`src/flash_cmd_regs.vh`:
```
// constants for the serial flash erase/program command sequencer
// Behaviour
// - 4K sector wipe sets sector to ones
// - wipes and writes need write_allow_latch set
// - address wipes end exactly after address byte
// - sector chosen by address bits from A12 up
// - opcode as 8 SPI or 2 QPI clocks
// - busy flag from rise until done, clears latch
// - protected targets are never executed
// - 32K block wipe sets block to ones
// - 64K block wipe sets block to ones
// - whole array wipe carries no address
// - level mode: whole wipe only if bits zero
// - sector mode: whole wipe skips locked sectors
// - page write takes 1 to 256 bytes
// - over 256 bytes keeps last 256 only
// - low address byte starts, wraps in page
// - page write ends exactly after data byte
// - quad page write needs quad_io_allow too
// - factory mode refuses suspend
// - factory mode cleared on reset or completion
// - fail flags set on failure, cleared success
// - factory status reads ff active, else 00
`ifndef FLASH_CMD_REGS_VH
`define FLASH_CMD_REGS_VH
`define OP_WRITE_ALLOW 8'h06
`define OP_FAST_MFG 8'h68
`define OP_SECTOR_WIPE 8'h20
`define OP_HALF_WIPE 8'h52
`define OP_LARGE_WIPE 8'hd8
`define OP_WHOLE_WIPE 8'h60
`define OP_PAGE_WRITE 8'h02
`define OP_QUAD_PAGE_WRITE 8'h38
`define OP_SUSPEND 8'hb0
`define CORE_CLK_MHZ 100
`define SECTOR_WIPE_TIME_US 30
`define HALF_WIPE_TIME_US 150
`define LARGE_WIPE_TIME_US 250
`define WHOLE_WIPE_TIME_US 2000
`define PAGE_WRITE_TIME_US 10
`define SECTOR_SHIFT 12
`define FIFO_DEPTH 4
`define FMODE_ON 8'hff
`define FMODE_OFF 8'h00
`endif

```
`src/bit_sync.v`:
```
// two flip-flop synchroniser for one level
`default_nettype none
module bit_sync
#(
	parameter [0:0] RST_VAL = 1'b0
)
(
	input wire i_core_clk,
	input wire i_reset_n,
	input wire i_async,
	output wire o_sync
);
	reg meta_r; // first stage, read only by the second
	reg sync_r; // second stage, safe to use
	// first stage may go metastable, so nothing else looks at it
	always @(posedge i_core_clk or negedge i_reset_n)
	begin
		if (!i_reset_n)
		begin
			// reset to the pin's idle level so no false edge follows
			meta_r <= RST_VAL;
			sync_r <= RST_VAL;
		end
		else
		begin
			meta_r <= i_async;
			sync_r <= meta_r;
		end
	end
	assign o_sync = sync_r;
endmodule
`default_nettype wire

```
`src/byte_fifo.v`:
```
// small synchronous fifo with valid/ready on both sides
`default_nettype none
module byte_fifo
#(
	parameter WIDTH = 16,
	parameter DEPTH = 4,
	parameter AW = 2
)
(
	input wire i_core_clk,
	input wire i_reset_n,
	input wire i_flush,
	input wire i_in_valid,
	output wire o_in_ready,
	input wire [WIDTH-1:0] i_in_data,
	output wire o_out_valid,
	input wire i_out_ready,
	output wire [WIDTH-1:0] o_out_data
);
	reg [WIDTH-1:0] mem [0:DEPTH-1]; // storage words
	reg [AW-1:0] wr_ptr_r; // write index
	reg [AW-1:0] rd_ptr_r; // read index
	reg [AW:0] count_r; // words held
	wire push;
	wire pop;
	assign o_in_ready = (count_r != DEPTH[AW:0]);
	assign o_out_valid = (count_r != {(AW+1){1'b0}});
	assign push = i_in_valid && o_in_ready;
	assign pop = o_out_valid && i_out_ready;
	assign o_out_data = mem[rd_ptr_r];
	// storage write, no reset needed on data
	always @(posedge i_core_clk)
	begin
		if (push)
			mem[wr_ptr_r] <= i_in_data;
	end
	// pointers and fill level
	always @(posedge i_core_clk or negedge i_reset_n)
	begin
		if (!i_reset_n)
		begin
			wr_ptr_r <= {AW{1'b0}};
			rd_ptr_r <= {AW{1'b0}};
			count_r <= {(AW+1){1'b0}};
		end
		else if (i_flush)
		begin
			wr_ptr_r <= {AW{1'b0}};
			rd_ptr_r <= {AW{1'b0}};
			count_r <= {(AW+1){1'b0}};
		end
		else
		begin
			if (push)
				wr_ptr_r <= wr_ptr_r + 1'b1;
			if (pop)
				rd_ptr_r <= rd_ptr_r + 1'b1;
			if (push && !pop)
				count_r <= count_r + 1'b1;
			else if (pop && !push)
				count_r <= count_r - 1'b1;
		end
	end
endmodule
`default_nettype wire

```
`src/flash_cmd_seq.v`:
```
// serial flash erase/program command sequencer, device side
`include "flash_cmd_regs.vh"
`default_nettype none
module flash_cmd_seq
#(
	parameter [7:0] OP_WRITE_ALLOW = `OP_WRITE_ALLOW,
	parameter [7:0] OP_FAST_MFG = `OP_FAST_MFG,
	parameter [7:0] OP_SECTOR_WIPE = `OP_SECTOR_WIPE,
	parameter [7:0] OP_HALF_WIPE = `OP_HALF_WIPE,
	parameter [7:0] OP_LARGE_WIPE = `OP_LARGE_WIPE,
	parameter [7:0] OP_WHOLE_WIPE = `OP_WHOLE_WIPE,
	parameter [7:0] OP_PAGE_WRITE = `OP_PAGE_WRITE,
	parameter [7:0] OP_QUAD_PAGE_WRITE = `OP_QUAD_PAGE_WRITE,
	parameter [7:0] OP_SUSPEND = `OP_SUSPEND,
	parameter [31:0] SECTOR_WIPE_CYC =
		`SECTOR_WIPE_TIME_US * `CORE_CLK_MHZ,
	parameter [31:0] HALF_WIPE_CYC = `HALF_WIPE_TIME_US * `CORE_CLK_MHZ,
	parameter [31:0] LARGE_WIPE_CYC = `LARGE_WIPE_TIME_US * `CORE_CLK_MHZ,
	parameter [31:0] WHOLE_WIPE_CYC = `WHOLE_WIPE_TIME_US * `CORE_CLK_MHZ,
	parameter [31:0] PAGE_WRITE_CYC = `PAGE_WRITE_TIME_US * `CORE_CLK_MHZ
)
(
	input wire i_core_clk,
	input wire i_reset_n,
	input wire i_cs_n,
	input wire i_sclk,
	input wire [3:0] i_quad_lines,
	input wire i_qpi_mode,
	input wire i_quad_io_allow,
	input wire i_protect_scheme_choice,
	input wire [3:0] i_level_protect_bits,
	input wire [255:0] i_sector_lock_bits,
	input wire i_soft_reset,
	input wire i_array_fail,
	output reg o_write_allow_latch,
	output reg o_op_in_progress_flag,
	output reg o_wipe_fail_flag,
	output reg o_write_fail_flag,
	output reg [7:0] o_fmode_status,
	output reg o_suspend_refused,
	output reg o_wipe_start,
	output reg [2:0] o_wipe_kind,
	output reg [23:0] o_wipe_addr,
	output reg [255:0] o_wipe_skip_mask,
	output wire o_wdata_valid,
	input wire i_wdata_ready,
	output wire [15:0] o_wdata,
	output reg o_write_start,
	output reg o_write_done
);
	// kinds of operation reported on o_wipe_kind
	localparam [2:0] K_NONE = 3'h0;
	localparam [2:0] K_SECTOR = 3'h1;
	localparam [2:0] K_HALF = 3'h2;
	localparam [2:0] K_LARGE = 3'h3;
	localparam [2:0] K_WHOLE = 3'h4;
	localparam [2:0] K_PAGE = 3'h5;
	// frame phases
	localparam [1:0] P_OPC = 2'h0;
	localparam [1:0] P_ADDR = 2'h1;
	localparam [1:0] P_DATA = 2'h2;
	localparam [1:0] P_SKIP = 2'h3;
	// busy states
	localparam [1:0] S_IDLE = 2'h0;
	localparam [1:0] S_BUSY = 2'h1;
	localparam [1:0] S_DRAIN = 2'h2;

	wire cs_n_s; // synchronised chip select
	wire sclk_s; // synchronised link clock
	wire [3:0] quad_s; // synchronised data lines
	reg sclk_d_r; // previous link clock for edge find
	reg cs_d_r; // previous chip select for rise find
	wire sclk_rise;
	wire cs_rise;
	reg [1:0] phase_r; // which part of the frame
	reg [7:0] opc_r; // opcode being shifted
	reg [23:0] addr_r; // address being shifted
	reg [7:0] sh_r; // data byte being shifted
	reg [5:0] bits_r; // bits taken in current phase
	reg wide_r; // address/data on four lines
	reg [7:0] cur_op_r; // opcode of this frame
	reg [8:0] nbytes_r; // data bytes received, saturating
	reg [7:0] pg_ptr_r; // next byte slot within the page
	reg [7:0] page_mem [0:255]; // page buffer
	reg [255:0] pg_vld_r; // slots written this frame
	reg fmode_r; // factory mode armed
	reg [1:0] st_r; // busy state
	reg [31:0] tmr_r; // self-timed countdown
	reg [2:0] kind_r; // operation in progress
	reg fail_r; // array reported a fault
	reg [8:0] drain_r; // page slot being sent to the array
	wire [3:0] bin;
	wire [5:0] bstep;
	wire [5:0] bits_n;
	wire [7:0] opc_n;
	wire [23:0] addr_n;
	wire [7:0] sh_n;
	wire op_ok;
	wire [2:0] op_kind;
	reg [31:0] op_cyc;
	wire prot;
	wire lvl_clear;
	wire fifo_in_ready;
	wire fifo_in_valid;
	wire lock_hit; // target block holds a locked sector
	wire [255:0] skip_mask; // sectors a whole wipe leaves alone

	genvar g;
	// pins come from the host clock domain, so all pass two flops
	// chip select idles high, so its flops reset high: no false rise
	bit_sync #(.RST_VAL(1'b1)) u_sync_cs (.i_core_clk(i_core_clk),
		.i_reset_n(i_reset_n), .i_async(i_cs_n), .o_sync(cs_n_s));
	bit_sync u_sync_ck (.i_core_clk(i_core_clk), .i_reset_n(i_reset_n),
		.i_async(i_sclk), .o_sync(sclk_s));
	generate
		for (g = 0; g < 4; g = g + 1)
		begin : g_qs
			bit_sync u_sync_q (.i_core_clk(i_core_clk),
				.i_reset_n(i_reset_n), .i_async(i_quad_lines[g]),
				.o_sync(quad_s[g]));
		end
	endgenerate

	assign sclk_rise = sclk_s && !sclk_d_r && !cs_n_s;
	assign cs_rise = cs_n_s && !cs_d_r;
	// in single-line phases only line 0 counts
	assign bin = (phase_r == P_OPC) ? (i_qpi_mode ? quad_s : {3'h0, quad_s[0]})
		: (wide_r ? quad_s : {3'h0, quad_s[0]});
	assign bstep = ((phase_r == P_OPC) ? i_qpi_mode : wide_r) ? 6'd4 : 6'd1;
	assign bits_n = bits_r + bstep;
	assign opc_n = (bstep == 6'd4) ? {opc_r[3:0], bin} : {opc_r[6:0], bin[0]};
	assign addr_n = (bstep == 6'd4) ? {addr_r[19:0], bin}
		: {addr_r[22:0], bin[0]};
	assign sh_n = (bstep == 6'd4) ? {sh_r[3:0], bin} : {sh_r[6:0], bin[0]};

	// decode opcode table
	assign op_kind = (cur_op_r == OP_SECTOR_WIPE) ? K_SECTOR :
		(cur_op_r == OP_HALF_WIPE) ? K_HALF :
		(cur_op_r == OP_LARGE_WIPE) ? K_LARGE :
		(cur_op_r == OP_WHOLE_WIPE) ? K_WHOLE :
		((cur_op_r == OP_PAGE_WRITE) ||
		(cur_op_r == OP_QUAD_PAGE_WRITE)) ? K_PAGE : K_NONE;
	// frame legal only if chip select rose on the right boundary
	assign op_ok = (op_kind == K_WHOLE) ? (phase_r == P_ADDR && bits_r == 6'd0)
		: (op_kind == K_PAGE) ? (phase_r == P_DATA && bits_r == 6'd0 &&
			nbytes_r != 9'd0)
		: (phase_r == P_DATA && bits_r == 6'd0 &&
			nbytes_r == 9'd0);
	assign lvl_clear = (i_level_protect_bits == 4'h0);
	// lock mode: a locked 4K sector anywhere in the target block protects
	assign lock_hit = (op_kind == K_LARGE) ?
		(i_sector_lock_bits[{addr_r[19:16], 4'h0} +: 16] != 16'h0) :
		(op_kind == K_HALF) ?
		(i_sector_lock_bits[{addr_r[19:15], 3'h0} +: 8] != 8'h0) :
		i_sector_lock_bits[addr_r[`SECTOR_SHIFT+7:`SECTOR_SHIFT]];
	// level mode: any nonzero level bit protects everything
	assign prot = (op_kind == K_WHOLE) ?
		(!i_protect_scheme_choice && !lvl_clear) :
		(i_protect_scheme_choice ? lock_hit : !lvl_clear);
	// an end 64K block with any locked sector is skipped as a whole
	assign skip_mask = i_sector_lock_bits |
		{{16{|i_sector_lock_bits[255:240]}}, 224'h0,
		{16{|i_sector_lock_bits[15:0]}}};

	// pick cycle count of the self-timed operation
	always @*
	begin
		case (op_kind)
			K_SECTOR: op_cyc = SECTOR_WIPE_CYC;
			K_HALF: op_cyc = HALF_WIPE_CYC;
			K_LARGE: op_cyc = LARGE_WIPE_CYC;
			K_WHOLE: op_cyc = WHOLE_WIPE_CYC;
			default: op_cyc = PAGE_WRITE_CYC;
		endcase
	end

	// shift in opcode, address and data on link clock edges
	always @(posedge i_core_clk or negedge i_reset_n)
	begin
		if (!i_reset_n)
		begin
			sclk_d_r <= 1'b0;
			cs_d_r <= 1'b1;
			phase_r <= P_OPC;
			opc_r <= 8'h00;
			addr_r <= 24'h000000;
			sh_r <= 8'h00;
			bits_r <= 6'd0;
			wide_r <= 1'b0;
			cur_op_r <= 8'h00;
			nbytes_r <= 9'd0;
			pg_ptr_r <= 8'h00;
			pg_vld_r <= 256'h0;
		end
		else
		begin
			sclk_d_r <= sclk_s;
			cs_d_r <= cs_n_s;
			if (cs_n_s)
			begin
				// between frames: ready for a new opcode
				phase_r <= P_OPC;
				bits_r <= 6'd0;
				if (st_r == S_IDLE)
					pg_vld_r <= (cs_rise) ? pg_vld_r : 256'h0;
			end
			else if (sclk_rise)
			begin
				case (phase_r)
					P_OPC:
					begin
						opc_r <= opc_n;
						if (bits_n == 6'd8)
						begin
							cur_op_r <= opc_n;
							bits_r <= 6'd0;
							nbytes_r <= 9'd0;
							wide_r <= i_qpi_mode ||
								(opc_n == OP_QUAD_PAGE_WRITE);
							phase_r <= (st_r != S_IDLE) ? P_SKIP : P_ADDR;
						end
						else
							bits_r <= bits_n;
					end
					P_ADDR:
					begin
						addr_r <= addr_n;
						if (bits_n == 6'd24)
						begin
							bits_r <= 6'd0;
							pg_ptr_r <= addr_n[7:0];
							phase_r <= P_DATA;
						end
						else
							bits_r <= bits_n;
					end
					P_DATA:
					begin
						sh_r <= sh_n;
						if (bits_n == 6'd8)
						begin
							bits_r <= 6'd0;
							// slot reused when wrapping, so last 256 win
							page_mem[pg_ptr_r] <= sh_n;
							pg_vld_r[pg_ptr_r] <= 1'b1;
							pg_ptr_r <= pg_ptr_r + 8'h01;
							if (nbytes_r != 9'h1ff)
								nbytes_r <= nbytes_r + 9'd1;
						end
						else
							bits_r <= bits_n;
					end
					default: bits_r <= 6'd0;
				endcase
			end
		end
	end

	// latch, factory mode, busy timer and status flags
	always @(posedge i_core_clk or negedge i_reset_n)
	begin
		if (!i_reset_n)
		begin
			o_write_allow_latch <= 1'b0;
			o_op_in_progress_flag <= 1'b0;
			o_wipe_fail_flag <= 1'b0;
			o_write_fail_flag <= 1'b0;
			o_fmode_status <= `FMODE_OFF;
			o_suspend_refused <= 1'b0;
			o_wipe_start <= 1'b0;
			o_wipe_kind <= K_NONE;
			o_wipe_addr <= 24'h000000;
			o_wipe_skip_mask <= 256'h0;
			o_write_start <= 1'b0;
			o_write_done <= 1'b0;
			fmode_r <= 1'b0;
			st_r <= S_IDLE;
			tmr_r <= 32'd0;
			kind_r <= K_NONE;
			fail_r <= 1'b0;
			drain_r <= 9'd0;
		end
		else
		begin
			o_wipe_start <= 1'b0;
			o_write_start <= 1'b0;
			o_write_done <= 1'b0;
			o_suspend_refused <= 1'b0;
			o_fmode_status <= fmode_r ? `FMODE_ON : `FMODE_OFF;
			if (i_soft_reset)
				fmode_r <= 1'b0;
			case (st_r)
				S_IDLE:
				begin
					if (cs_rise && phase_r == P_ADDR && bits_r == 6'd0)
					begin
						// opcode-only frames
						if (cur_op_r == OP_WRITE_ALLOW)
							o_write_allow_latch <= 1'b1;
						else if (cur_op_r == OP_FAST_MFG &&
							o_write_allow_latch)
							fmode_r <= 1'b1;
						else if (cur_op_r == OP_SUSPEND && fmode_r)
							o_suspend_refused <= 1'b1;
					end
					if (cs_rise && op_kind != K_NONE && op_ok &&
						o_write_allow_latch &&
						(cur_op_r != OP_QUAD_PAGE_WRITE ||
						i_quad_io_allow))
					begin
						if (prot)
						begin
							// protected target: flag only, no cycle
							if (op_kind == K_PAGE)
								o_write_fail_flag <= 1'b1;
							else
								o_wipe_fail_flag <= 1'b1;
						end
						else
						begin
							st_r <= S_BUSY;
							o_op_in_progress_flag <= 1'b1;
							tmr_r <= op_cyc;
							kind_r <= op_kind;
							fail_r <= 1'b0;
							o_wipe_kind <= op_kind;
							o_wipe_addr <= addr_r;
							o_wipe_skip_mask <= (op_kind == K_WHOLE &&
								i_protect_scheme_choice) ?
								skip_mask : 256'h0;
							if (op_kind == K_PAGE)
								o_write_start <= 1'b1;
							else
								o_wipe_start <= 1'b1;
						end
					end
				end
				S_BUSY:
				begin
					if (i_array_fail)
						fail_r <= 1'b1;
					if (tmr_r > 32'd1)
						tmr_r <= tmr_r - 32'd1;
					else if (kind_r == K_PAGE)
					begin
						st_r <= S_DRAIN;
						drain_r <= 9'd0;
					end
					else
					begin
						// cycle over: flag and latch drop together
						st_r <= S_IDLE;
						o_op_in_progress_flag <= 1'b0;
						o_write_allow_latch <= 1'b0;
						o_wipe_fail_flag <= fail_r || i_array_fail;
						fmode_r <= 1'b0;
					end
				end
				S_DRAIN:
				begin
					if (fifo_in_ready || !pg_vld_r[drain_r[7:0]])
						drain_r <= drain_r + 9'd1;
					if (drain_r == 9'd256)
					begin
						st_r <= S_IDLE;
						o_op_in_progress_flag <= 1'b0;
						o_write_allow_latch <= 1'b0;
						o_write_fail_flag <= fail_r;
						o_write_done <= 1'b1;
						fmode_r <= 1'b0;
					end
				end
				default: st_r <= S_IDLE;
			endcase
		end
	end

	// page bytes to the array as {offset, byte}; slow array stalls drain
	assign fifo_in_valid = (st_r == S_DRAIN) && !drain_r[8] &&
		pg_vld_r[drain_r[7:0]];
	byte_fifo #(.WIDTH(16), .DEPTH(`FIFO_DEPTH), .AW(2)) u_fifo
	(
		.i_core_clk(i_core_clk),
		.i_reset_n(i_reset_n),
		.i_flush(1'b0),
		.i_in_valid(fifo_in_valid),
		.o_in_ready(fifo_in_ready),
		.i_in_data({drain_r[7:0], page_mem[drain_r[7:0]]}),
		.o_out_valid(o_wdata_valid),
		.i_out_ready(i_wdata_ready),
		.o_out_data(o_wdata)
	);
endmodule
`default_nettype wire

```
`config.mk`:
```
export PLATFORM = sky130hd
export DESIGN_NAME = flash_cmd_seq
export DESIGN_NICKNAME = d
export VERILOG_FILES = /design/src/bit_sync.v /design/src/byte_fifo.v /design/src/flash_cmd_seq.v
export VERILOG_INCLUDE_DIRS = /design/src
export SDC_FILE = /design/constraint.sdc
export NUM_CORES = 2
export LEC_CHECK = 0
export ABC_CLOCK_PERIOD_IN_PS = 7890
export BUFFER_PORTS_ARGS = -buffer_cell sky130_fd_sc_hd__buf_2
export CAP_MARGIN = 30
export CORE_ASPECT_RATIO = 0.8
export CORE_MARGIN = 2
export CORE_UTILIZATION = 25
export DETAILED_ROUTE_END_ITERATION = 7
export PLACE_DENSITY = 0.48
export SLEW_MARGIN = 20
export SYNTH_ARGS = -nofsm -noshare
export SYNTH_HDL_FRONTEND = slang
export SYNTH_SLANG_ARGS = --single-unit
```
`constraint.sdc`:
```
create_clock -name i_core_clk -period 7.89 [get_ports i_core_clk]
set_input_delay 1.1835 -clock i_core_clk [delete_from_list [all_inputs] [get_ports i_core_clk]]
set_output_delay 1.1835 -clock i_core_clk [all_outputs]
set_load 0.05 [all_outputs]
```
==> metrics.md <==
| Metric | Value |
|---|---|
| Status | complete, no violations |
| CP startpoint | phase_r[0] |
| Final Cycle Share | ~84% |
| Met2 routed WL | ~190000 microns |
| Overflow after GRT | 0 |
| Critical Path RT | roughly 8400 ps |
| CTS resizes | 0 |
| RR Endpoint | page_mem[198][1] |
| Most used DFF post-synth | edfxtp_1 |
| Largest cells by area after synthesis | edfxtp_1, mux4_2, dfrtp_1 |
| Die Width | approximately 760 microns |
| Hold Buf Count CTS | 0 |
| Mux contribution to synthesized area | 17.28% |
| # setup viols final | 0 |
| Initial DRT Pass Iterations | 7 |
| Synth area leader | edfxtp_1 |
| Core area | ~460000 sq um |
| Layout cells sized above 1 | between 20 and 30% |
| Slew margin rel. | 14.83% |
| CTS tree | yes |
| Critical path peak fanout | 18 |
| Pins Over Slew Limit | 0 |
| Max layer used | met5 |
| Largest family of logic cells by synthesized area | multiplexers |
| Fmax | between 150 and 200 MHz |
| First-pass GRT wire length | 553200 microns |
| Metal3 WL | ~29000 microns |
| Compound-cell area share of the yosys netlist | 3.989% |
| GP Congestion | 0.9347 |
| R2R Setup Slk | around 1300 ps |
| Startpoint types | register |
| Htree depth | 5 |
| Gr usage total | 16.57% |
| DRC violations left | 0 |
| Total power | 30800 uW |
| Post-DP HPWL | about 260000 microns |
| Skew final | between 100 and 150 ps |
| Fin Setup TNS | 0 ps |
| Clock transition at the registers of the reported paths | 70 ps |
| Setup crit end | page_mem[198][1] |
| CTS sink cnt | approximately 2800 |
| FF+latch count, synth | about 2800 |
| Slew @ Worst Pin | roughly 1300 ps |
| RSZ-0062 raised after global routing | no |
| Initial antenna violation count | 75 |
| Routed WL per cell | 28.95 microns |
| Clock root buffer | clkbuf_16 |
| Die Ht | roughly 610 microns |
| Tmin final | roughly 6600 ps |
| Pleak | ~0.047 uW |
| Maximum number of pins on one net before global-route repair | roughly 260 |
| Die Footprint | ~460000 sq um |
| Port buffer count | approximately 590 |
| Post-synth EDFFs | between 2000 and 2500 |
| Syn_nets | ~7000 |
| Max Cap Violations | 0 |
| Register area share after synthesis | a little over two thirds |
| Async SR Flop Fraction | about 25% |
| Row cnt | 222 |
| Synth Cell Area | approximately 110000 sq um |
| CP Capture Type | register |
| DR iter-0 viols | 7281 |
| Post-Route WL | 395900 microns |
| Peak VDD IR | approximately 0.17 mV |
| Synth Area in Adders | 0.2691% |
| Synth Instances | between 6000 and 7000 |
| Post-Synth XOR/XNOR Area | 0.1072% |
| Final Hold Fails | 0 |
| CP arrival | approximately 7200 ps |
| Final #Nets | roughly 7600 |
| Clock tree buffer depth | 4 |
| Netlist cell types | between 70 and 80 |
| Worst skew pair latency | slightly below 1000 ps |
| Final antenna-violating net count | 0 |
| Area delta synth->final | 18.25% |
| DR vias/cell | between 4 and 5 |
| Io pins | between 500 and 600 |
| Worst-case reg-to-reg path depth | 14 |
| Synth top area share | approximately 55% |
| Simple-gate share of the synthesized area | under 10% |
| Initial Util | 25.07% |
| Vias in the first global route | between 60000 and 70000 |
| M1 WL | roughly 160000 microns |
| Worst hold path class | primary input to asynchronous set/reset pin |
| Reg2reg start | phase_r[0] |
| Final Core Density | a little under 30% |
| Avg Cell Area, Syn | around 17 sq um |
| Crit Path Class | register to register |
| CTS buffer count | just over 300 |
| Pwr dens | between 200 and 250 nW/um^2 |
| # Post-CTS Setup Buffers | 0 |
| YS warnings | 0 |
| DR vias | between 60000 and 70000 |
-- cell usage in the layout (no fill, tap or decap), drive strengths merged, types with 10 or more instances in the layout --
cell	count
a211oi	21
a21oi	353
a22o	12
a22oi	10
a31oi	17
and2	10
and3	10
buf	777
bufinv	22
clkbuf	388
clkinv	100
clkinvlp	17
dfrtp	683
diode	46
edfxtp	2112
ha	23
inv	50
mux2	44
mux2i	51
mux4	833
nand2	624
nand2b	21
nand3	59
nand4	27
nor2	673
nor2b	24
nor3	55
nor3b	16
nor4	62
o21ai	316
o31ai	11
or3	22
or4	12
xnor2	12
-- cell usage after synthesis, types with 8 or more instances --
master,instances
edfxtp_1,2112
mux4_2,833
dfrtp_1,683
nor2_1,673
nand2_1,616
clkbuf_1,355
a21oi_1,353
o21ai_0,315
nor4_1,62
nand3_1,59
nor3_1,55
mux2i_1,51
buf_2,48
buf_1,42
inv_1,34
nand4_1,27
nor2b_1,24
ha_1,23
mux2_2,23
or3_1,22
a211oi_1,21
mux2_1,21
nand2b_1,21
a31oi_1,17
nor3b_1,16
a22o_1,12
or4_1,12
xnor2_1,12
a22oi_1,10
and2_1,10
and3_1,10
o31ai_1,10
a221oi_1,9
buf_4,9
o22ai_1,9
nand2_2,8
nor4b_1,8
-- layout make-up --
class / instances / area, sq um
flip-flops and latches: 2798 / 80620
repair buffers: 777 / 4954
multi-input cells: 3431 / 32040
fillers: 45000 / 321100
clock buffers: 388 / 8199
well taps: 6048 / 7567
clock inverters: 153 / 1635
inverters: 36 / 135.1
diodes: 46 / 115.1
-- critical path, stage by stage, from the launching register on --
cell	delay [ps]
dfrtp_1	530
nor2_1	340
mux2i_4	790
inv_1	120
ha_1	360
a31oi_1	350
xnor2_1	190
and3_1	260
nand2_1	150
nor3_1	250
buf_4	190
and2_1	670
nand3_2	830
buf_4	580
nor2_1	580
-- worst min-delay path by stage --
stage	start	endpoint	slack [ps]	cells after the start
floorplan	g_qs[0].u_sync_q.meta_r	g_qs[0].u_sync_q.o_sync	330	0
global placement	g_qs[0].u_sync_q.meta_r	g_qs[0].u_sync_q.o_sync	340	0
detailed placement	g_qs[0].u_sync_q.meta_r	g_qs[0].u_sync_q.o_sync	350	0
CTS	i_reset_n	o_wipe_skip_mask[111]	110	1
global route	i_reset_n	o_wipe_skip_mask[105]	170	1
finish	i_reset_n	o_wipe_skip_mask[100]	190	1
-- metal layers --
layer,up-vias,track usage [%]
met5,-,0
met4,20,5.727
met3,601,3.491
met2,2734,27.09
met1,35840,21.86
li1,27640,-
-- per-stage QoR --
stage | setup slack [ps] | instance area (sq um) | hold WS, ps | cells
finish | 1260 | 135300 | 193.6 | 13680
global placement | 615.3 | 124600 | 344.4 | 13040
floorplan | 2136 | 114400 | 331.2 | 6726
CTS | 1255 | 134700 | 113.0 | 13610
global route | 966.1 | 135200 | 168.8 | 13650
detailed placement | 897.7 | 124900 | 346.4 | 13070
-- cell families (layout without fill, tap and decap cells) --
kind of cell	Yosys count	after routing
DFF	2798	2798
and+or+nand+nor	1644	1644
muxes	928	928
AOI/OAI and AO/OA	821	821
buffers and inverters	497	1354
adders and majority gates	24	24
xor gates and xnor gates	14	14
other	0	46
-- sequential cells by signal (all words and copies together), names as in the netlist, 6 cells and up --
register	cells
addr_r	24
tmr_r	32
o_wipe_skip_mask	256
pg_ptr_r	8
o_wipe_addr	24
u_fifo.mem	64
drain_r	9
page_mem	2048
bits_r	6
sh_r	7
pg_vld_r	256
nbytes_r	9
cur_op_r	8
opc_r	7
-- power by group --
group | internal (uW) | switching (uW) | leakage, uW
clock | 8130 | 6150 | 0.00475
combinational | 156 | 485 | 0.0127
sequential | 15800 | 29.7 | 0.0300
total | 24100 | 6670 | 0.0475
Note: power is estimated with default switching activity, not from simulation.
